File: src/hw/liu_pin_pkg.sv
package liu_pin_pkg;
  localparam int num_channels = 8;
  localparam int addr_width = 5;
  localparam int monitor_width = 4;
  localparam int apb_addr_width = 8;
  // register byte offsets
  localparam logic [7:0] ctrl_offset = 8'h00;
  localparam logic [7:0] rxclk_inv_offset = 8'h04;
  localparam logic [7:0] status_offset = 8'h08;
  localparam logic [7:0] host_addr_offset = 8'h0C;
  // ctrl fields
  localparam int ctrl_term_off_bit = 0;
  localparam int ctrl_hw_mode_bit = 1;
  localparam int ctrl_host_mode_lsb = 2;
  // status fields
  localparam int stat_oe_bit = 0;
  localparam int stat_edge_bit = 1;
  localparam int stat_ext_term_bit = 2;
  localparam int stat_mon_lsb = 4;
  localparam int stat_term_off_bit = 8;
  localparam logic [31:0] ctrl_reset = 32'h0000_0002;
  localparam logic [7:0] rxclk_inv_reset = 8'h00;
  // host modes
  localparam logic [1:0] host_parallel = 2'h0;
  localparam logic [1:0] host_serial = 2'h1;
  localparam logic [1:0] host_mux = 2'h2;
  // monitor select codes
  localparam logic [3:0] mon_none = 4'h0;
  localparam logic [3:0] mon_rx_first = 4'h1;
  localparam logic [3:0] mon_rx_last = 4'h7;
  localparam logic [3:0] mon_tx_first = 4'h9;
  localparam logic [3:0] mon_tx_last = 4'hF;
endpackage

File: src/hw/liu_monitor_decode.sv
`timescale 1ns/100ps
`default_nettype none
module liu_monitor_decode
  import liu_pin_pkg::*;
(
  input wire logic [3:0] select_in,
  output logic [7:0] rx_route_out,
  output logic [7:0] tx_route_out
);
  always_comb begin
    rx_route_out = 8'h00;
    tx_route_out = 8'h00;
    // rx of channel code, tx of channel code-8
    if (select_in >= mon_rx_first && select_in <= mon_rx_last) begin
      rx_route_out[select_in[2:0]] = 1'b1;
    end else if (select_in >= mon_tx_first && select_in <= mon_tx_last) begin
      tx_route_out[select_in[2:0]] = 1'b1;
    end
  end
endmodule
`default_nettype wire

File: src/hw/liu_global_pin_control.sv
`timescale 1ns/100ps
`default_nettype none
module liu_global_pin_control
  import liu_pin_pkg::*;
(
  // clock and reset
  input wire logic core_clk_in,
  input wire logic sys_rst_in,
  // apb
  input wire logic psel_in,
  input wire logic penable_in,
  input wire logic pwrite_in,
  input wire logic [7:0] paddr_in,
  input wire logic [31:0] pwdata_in,
  output logic [31:0] prdata_out,
  output logic pready_out,
  output logic pslverr_out,
  // pins
  input wire logic [4:0] addr_pins_in,
  input wire logic output_enable_in,
  input wire logic edge_polarity_select_in,
  // host serial output request
  input wire logic serial_host_out_data_in,
  // line control
  output logic [7:0] tx_line_tip_oe_out,
  output logic [7:0] tx_line_ring_oe_out,
  output logic [7:0] rx_line_tip_term_en_out,
  output logic rx_external_term_out,
  output logic [7:0] monitor_rx_route_out,
  output logic [7:0] monitor_tx_route_out,
  output logic [7:0] rxclk_invert_out,
  output logic serial_out_falling_edge_out,
  output logic serial_host_out_data_out,
  output logic [4:0] host_reg_addr_out
);
  logic [31:0] ctrl, next_ctrl;
  logic [7:0] rxclk_inv, next_rxclk_inv;
  logic [31:0] prdata, next_prdata;
  logic pready, next_pready, pslverr, next_pslverr;
  logic [7:0] tip_oe, term_en, inv;
  logic ext_term, next_ext_term;
  logic [7:0] mon_rx, next_mon_rx, mon_tx, next_mon_tx;
  logic fall_edge, next_fall_edge, serial_host_out, next_sdo;
  logic [4:0] host_addr, next_host_addr;
  logic [7:0] dec_rx, dec_tx;
  logic hw_mode;
  logic [1:0] host_mode;
  logic [31:0] status_word;
  logic [31:0] read_word;
  logic read_hit;
  logic setup_phase;
  logic write_commit;

  assign hw_mode = ctrl[ctrl_hw_mode_bit];
  assign host_mode = ctrl[ctrl_host_mode_lsb +: 2];
  assign setup_phase = psel_in && !penable_in;
  // write lands on the edge where the master sees pready high
  assign write_commit = psel_in && penable_in && pready && pwrite_in;

  liu_monitor_decode u_decode (
    .select_in(addr_pins_in[3:0]),
    .rx_route_out(dec_rx),
    .tx_route_out(dec_tx)
  );

  always_comb begin
    status_word = 32'h0000_0000;
    status_word[stat_oe_bit] = output_enable_in;
    status_word[stat_edge_bit] = edge_polarity_select_in;
    status_word[stat_ext_term_bit] = ext_term;
    status_word[stat_mon_lsb +: monitor_width] = addr_pins_in[3:0];
    status_word[stat_term_off_bit] = ~term_en[0];
  end

  // read mux, unmapped offsets read as zero
  always_comb begin
    read_word = 32'h0000_0000;
    read_hit = 1'b1;
    unique case (paddr_in)
      ctrl_offset: read_word = ctrl;
      rxclk_inv_offset: read_word = {24'h00_0000, rxclk_inv};
      status_offset: read_word = status_word;
      host_addr_offset: read_word = {27'h000_0000, host_addr};
      default: read_hit = 1'b0;
    endcase
  end

  // apb slave, answers in the first access cycle
  always_comb begin
    next_ctrl = ctrl;
    next_rxclk_inv = rxclk_inv;
    next_prdata = prdata;
    next_pready = 1'b0;
    next_pslverr = 1'b0;
    if (setup_phase) begin
      next_pready = 1'b1;
      next_prdata = read_word;
      next_pslverr = !read_hit;
    end
    if (write_commit) begin
      if (paddr_in == ctrl_offset) begin
        next_ctrl = pwdata_in & 32'h0000_000F;
      end else if (paddr_in == rxclk_inv_offset) begin
        next_rxclk_inv = pwdata_in[7:0];
      end
    end
  end

  always_ff @(posedge core_clk_in or posedge sys_rst_in) begin
    if (sys_rst_in) begin
      ctrl <= ctrl_reset;
      rxclk_inv <= rxclk_inv_reset;
      prdata <= 32'h0000_0000;
      pready <= 1'b0;
      pslverr <= 1'b0;
    end else begin
      ctrl <= next_ctrl;
      rxclk_inv <= next_rxclk_inv;
      prdata <= next_prdata;
      pready <= next_pready;
      pslverr <= next_pslverr;
    end
  end

  // host address latch, other host modes ignore the grounded pins
  always_comb begin
    next_host_addr = host_addr;
    if (!hw_mode && host_mode == host_parallel) begin
      next_host_addr = addr_pins_in;
    end
  end

  always_ff @(posedge core_clk_in or posedge sys_rst_in) begin
    if (sys_rst_in) begin
      host_addr <= 5'h00;
    end else begin
      host_addr <= next_host_addr;
    end
  end

  // hardware mode pins, termination choice held when software owns setup
  always_comb begin
    next_ext_term = ext_term;
    next_mon_rx = 8'h00;
    next_mon_tx = 8'h00;
    if (hw_mode) begin
      next_ext_term = addr_pins_in[4];
      next_mon_rx = dec_rx;
      next_mon_tx = dec_tx;
    end
  end

  always_ff @(posedge core_clk_in or posedge sys_rst_in) begin
    if (sys_rst_in) begin
      ext_term <= 1'b0;
      mon_rx <= 8'h00;
      mon_tx <= 8'h00;
    end else begin
      ext_term <= next_ext_term;
      mon_rx <= next_mon_rx;
      mon_tx <= next_mon_tx;
    end
  end

  // serial host output edge and data
  always_comb begin
    next_fall_edge = edge_polarity_select_in;
    next_sdo = serial_host_out_data_in;
  end

  always_ff @(posedge core_clk_in or posedge sys_rst_in) begin
    if (sys_rst_in) begin
      fall_edge <= 1'b0;
      serial_host_out <= 1'b0;
    end else begin
      fall_edge <= next_fall_edge;
      serial_host_out <= next_sdo;
    end
  end

  // per-channel drive, termination and clock inversion
  for (genvar ch = 0; ch < num_channels; ch++) begin : g_channel
    logic drive, next_drive, term, next_term, invert, next_invert;

    always_comb begin
      next_drive = output_enable_in;
      // internal termination off in external mode, or for a low enable when armed
      next_term = !next_ext_term;
      if (!output_enable_in && ctrl[ctrl_term_off_bit]) begin
        next_term = 1'b0;
      end
      next_invert = rxclk_inv[ch];
      if (edge_polarity_select_in) begin
        next_invert = 1'b1;
      end
    end

    always_ff @(posedge core_clk_in or posedge sys_rst_in) begin
      if (sys_rst_in) begin
        drive <= 1'b0;
        term <= 1'b1;
        invert <= 1'b0;
      end else begin
        drive <= next_drive;
        term <= next_term;
        invert <= next_invert;
      end
    end

    assign tip_oe[ch] = drive;
    assign term_en[ch] = term;
    assign inv[ch] = invert;
  end

  assign prdata_out = prdata;
  assign pready_out = pready;
  assign pslverr_out = pslverr;
  assign tx_line_tip_oe_out = tip_oe;
  assign tx_line_ring_oe_out = tip_oe;
  assign rx_line_tip_term_en_out = term_en;
  assign rx_external_term_out = ext_term;
  assign monitor_rx_route_out = mon_rx;
  assign monitor_tx_route_out = mon_tx;
  assign rxclk_invert_out = inv;
  assign serial_out_falling_edge_out = fall_edge;
  assign serial_host_out_data_out = serial_host_out;
  assign host_reg_addr_out = host_addr;
endmodule
`default_nettype wire

File: config.mk
export PLATFORM = sky130hd
export DESIGN_NAME = liu_global_pin_control
export DESIGN_NICKNAME = d
export VERILOG_FILES = /design/src/hw/liu_pin_pkg.sv /design/src/hw/liu_monitor_decode.sv /design/src/hw/liu_global_pin_control.sv
export SDC_FILE = /design/constraint.sdc
export NUM_CORES = 1
export LEC_CHECK = 0
export BUFFER_PORTS_ARGS = -buffer_cell sky130_fd_sc_hd__buf_2
export CORE_ASPECT_RATIO = 2
export CORE_MARGIN = 3
export CORE_UTILIZATION = 44
export CTS_CLUSTER_DIAMETER = 80
export CTS_CLUSTER_SIZE = 20
export DETAILED_ROUTE_END_ITERATION = 6
export HOLD_SLACK_MARGIN = 0.1
export PLACE_DENSITY = 0.79
export RECOVER_POWER = 25
export SYNTH_ARGS = -nofsm -noshare
export SYNTH_HDL_FRONTEND = slang
export SYNTH_SLANG_ARGS = --single-unit
File: constraint.sdc
create_clock -name core_clk_in -period 1.9 [get_ports core_clk_in]
set_input_delay 0.19 -clock core_clk_in [delete_from_list [all_inputs] [get_ports core_clk_in]]
set_output_delay 0.19 -clock core_clk_in [all_outputs]
set_load 0.05 [all_outputs]
==> qor.txt <==
status: finished clean
initial DRC count: 48
start point of the critical path: edge_polarity_select_in
DIE HEIGHT: 114 um
Final Setup Violations: 0
Max FO, Critical Path: 10
post-synth top area cell: dfrtp_1
Pleak: 1.67 nW
EDFF count, synth: 0
Placer Congestion: 0.824
Worst Setup End Kind: register
TritonCTS clock tree: done
Cells after DPL: 329
Horiz. Die Dim: 60.0 um
pin count of the biggest net entering global routing: 28
worst path arrival time: 1.69 ns
root buffer cell: clkbuf_8
worst min path class: in2reg
post-route ant nets: 0
register-to-register setup slack: 0.50 ns
Vias: 1,729
Cell Pwr Density: 920 mW/mm^2
Initial Util: 0.465
antenna violations before repair: 0
vias per cell: 4.86
layout cells sized above 1: 0.497
n_diodes: 0
dominant synthesized flop cell: dfrtp_1
Buffers on Ports: 95
clock tree sinks: 57
Tcrit/Tclk final: 0.775
CTS HTree Levels: 3
Worst-Skew Late Latency: 0.33 ns
CTS Buf Count: 9
Remaining Overflow, GRT: 0
share of the synthesized area in the top cell type: 0.537
Routed WL: 5.56 mm
Yosys warning count: 0
drt wl/cell: 15.6 um
Worst Skew: 0.00596 ns
core area: 0.00552 mm^2
mux cell area share after synthesis: 0.114
Max VDD drop: 0.657 mV
top cells by count, synth: buf_4, dfrtp_1, mux2_2
worst r2r src: pready_out
Hold Path Stages: 2
Setup crit start kind: primary input
post-synthesis adder-cell area fraction: 0
post-DP HPWL: 4.24 mm
# rows: 38
Avg Cell Area, Syn: 12.5 um^2
fmax: 0.679 GHz
Worst slew margin: 0.348
final hold violation count: 0
Max Root-Sink Buffers: 2
count of pins over their slew limit: 0
Worst EP required: 2.12 ns
XOR/XNOR share of the synthesized area: 0
Synth Instances: 205
mapped cell area: 0.00256 mm^2
non-filler instance count after layout: 356
TritonRoute pass-1 iters: 4
Slew @ Worst Pin: 0.977 ns
Post-Synth Simple-Gate Area: 0.102
Worst Setup Path Type: in2reg
synth top area cells: dfrtp_1, buf_4, mux2_2
main combinational cell family by area after synthesis: buffers and inverters
die area: 0.00683 mm^2
first-pass GRT wire length: 8.60 mm
worst-case reg-to-reg path depth: 3
synthesis-to-finish area growth: 21.4%
total of max-cap violations: 0
cts repair resizes: 0
clock-pin transition on the worst setup and hold timing paths: 0.06 ns
Synth async-reset ratio: 1.00
vias in the first global route: 1,741
Distinct cells, synth: 30
Worst R2R End: rxclk_inv[1]
Overall Power: 2.86 mW
total I/O pin count: 143
RSZ-0062 raised after global routing: false
Yosys reg bits: 57
GR Util All Layers: 0.176
sequential area share after synthesis: 0.557
DR DRC count: 0
NumNets Final: 344
Post-Route Setup TNS: 0 ns
Synth Area in Compound Gates: 0.0488
Final min period: 1.47 ns
crit path to: prdata_out[1]
## how the worst min path moves through the flow
stage / start / endpoint / slack [ns]
3_5_place_dp: sys_rst_in / g_channel[0].invert / 0.27
5_1_grt: pwdata_in[1] / ctrl[1] / 0.13
6_report: pwdata_in[1] / ctrl[1] / 0.13
4_1_cts: pwdata_in[1] / ctrl[1] / 0.11
2_1_floorplan: output_enable_in / g_channel[7].drive / 0.22
3_3_place_gp: sys_rst_in / g_channel[0].invert / 0.27
## cell type report
| cell class | instances | area (um^2) |
|---|---|---|
| fillers | 478 | 2400 |
| flip-flops and latches | 57 | 1430 |
| multi-input cells | 109 | 773 |
| repair buffers | 110 | 608 |
| clock buffers | 15 | 206 |
| well taps | 60 | 75.1 |
| inverters | 4 | 15.0 |
| clock inverters | 1 | 5.00 |
## sequential cells by signal, indices dropped and copies added (netlist names), 4 cells and up
register	flops
monitor_tx_route_out	8
rxclk_inv	8
monitor_rx_route_out	8
prdata_out	9
g_channel.invert	8
host_reg_addr_out	5
ctrl	4
## where the power goes
group	switching, mW	leakage [nW]	internal, mW
sequential	0.0159	0.746	1.24
clock	0.439	0.112	0.685
combinational	0.380	0.817	0.102
## through the flow
stage	util	setup WS (ns)	hold WS (ns)	instance area, um^2
6_report	0.564	0.427	0.130	3110
5_1_grt	0.564	0.264	0.130	3110
4_1_cts	0.566	0.444	0.111	3120
3_5_place_dp	0.507	0.312	0.273	2800
3_3_place_gp	0.507	0.334	0.274	2800
2_1_floorplan	-	0.314	0.221	2650
## kinds of logic after synthesis
group	after synthesis
AOI/OAI and AO/OA	16
buffers and inverters	63
DFF	57
muxes	23
other	1
and+or+nand+nor	45
## routing by layer
metal / GRT usage / share of wire
met1: 0.177 / 0.33
met2: 0.307 / 0.55
met3: 0.0464 / 0.082
met4: 0.108 / 0.033
met5: 0 / 0
## worst max-delay path, stage by stage
cell and delay (ns):
dlygate4sd3_1 0.54, clkbuf_1 0.25, mux4_2 0.51, a22o_1 0.21
## cells in the final DEF (no fill, tap or decap), types with 2 or more instances in the layout
master	netlist	routed
buf_2	1	92
dfrtp_1	55	55
conb_1	1	25
mux2_2	20	20
clkbuf_8	0	15
nor2_1	13	13
dlygate4sd3_1	0	11
or2_2	8	8
a22o_1	7	7
nand2_1	6	6
inv_1	4	4
nor3_1	4	4
clkbuf_1	2	4
nand2b_1	3	3
mux4_2	3	3
a22oi_1	3	3
o31ai_1	3	3
buf_4	55	3
nand3b_1	2	2
a21oi_1	2	2
## what timing repair did
item                                    in CTS  in global routing
endpoints found under the setup margin       0                  0
endpoints found under the hold margin       35                  0
hold buffers                                11                  0
setup buffers                                0                  0
Power figures use the tool's default switching activity.
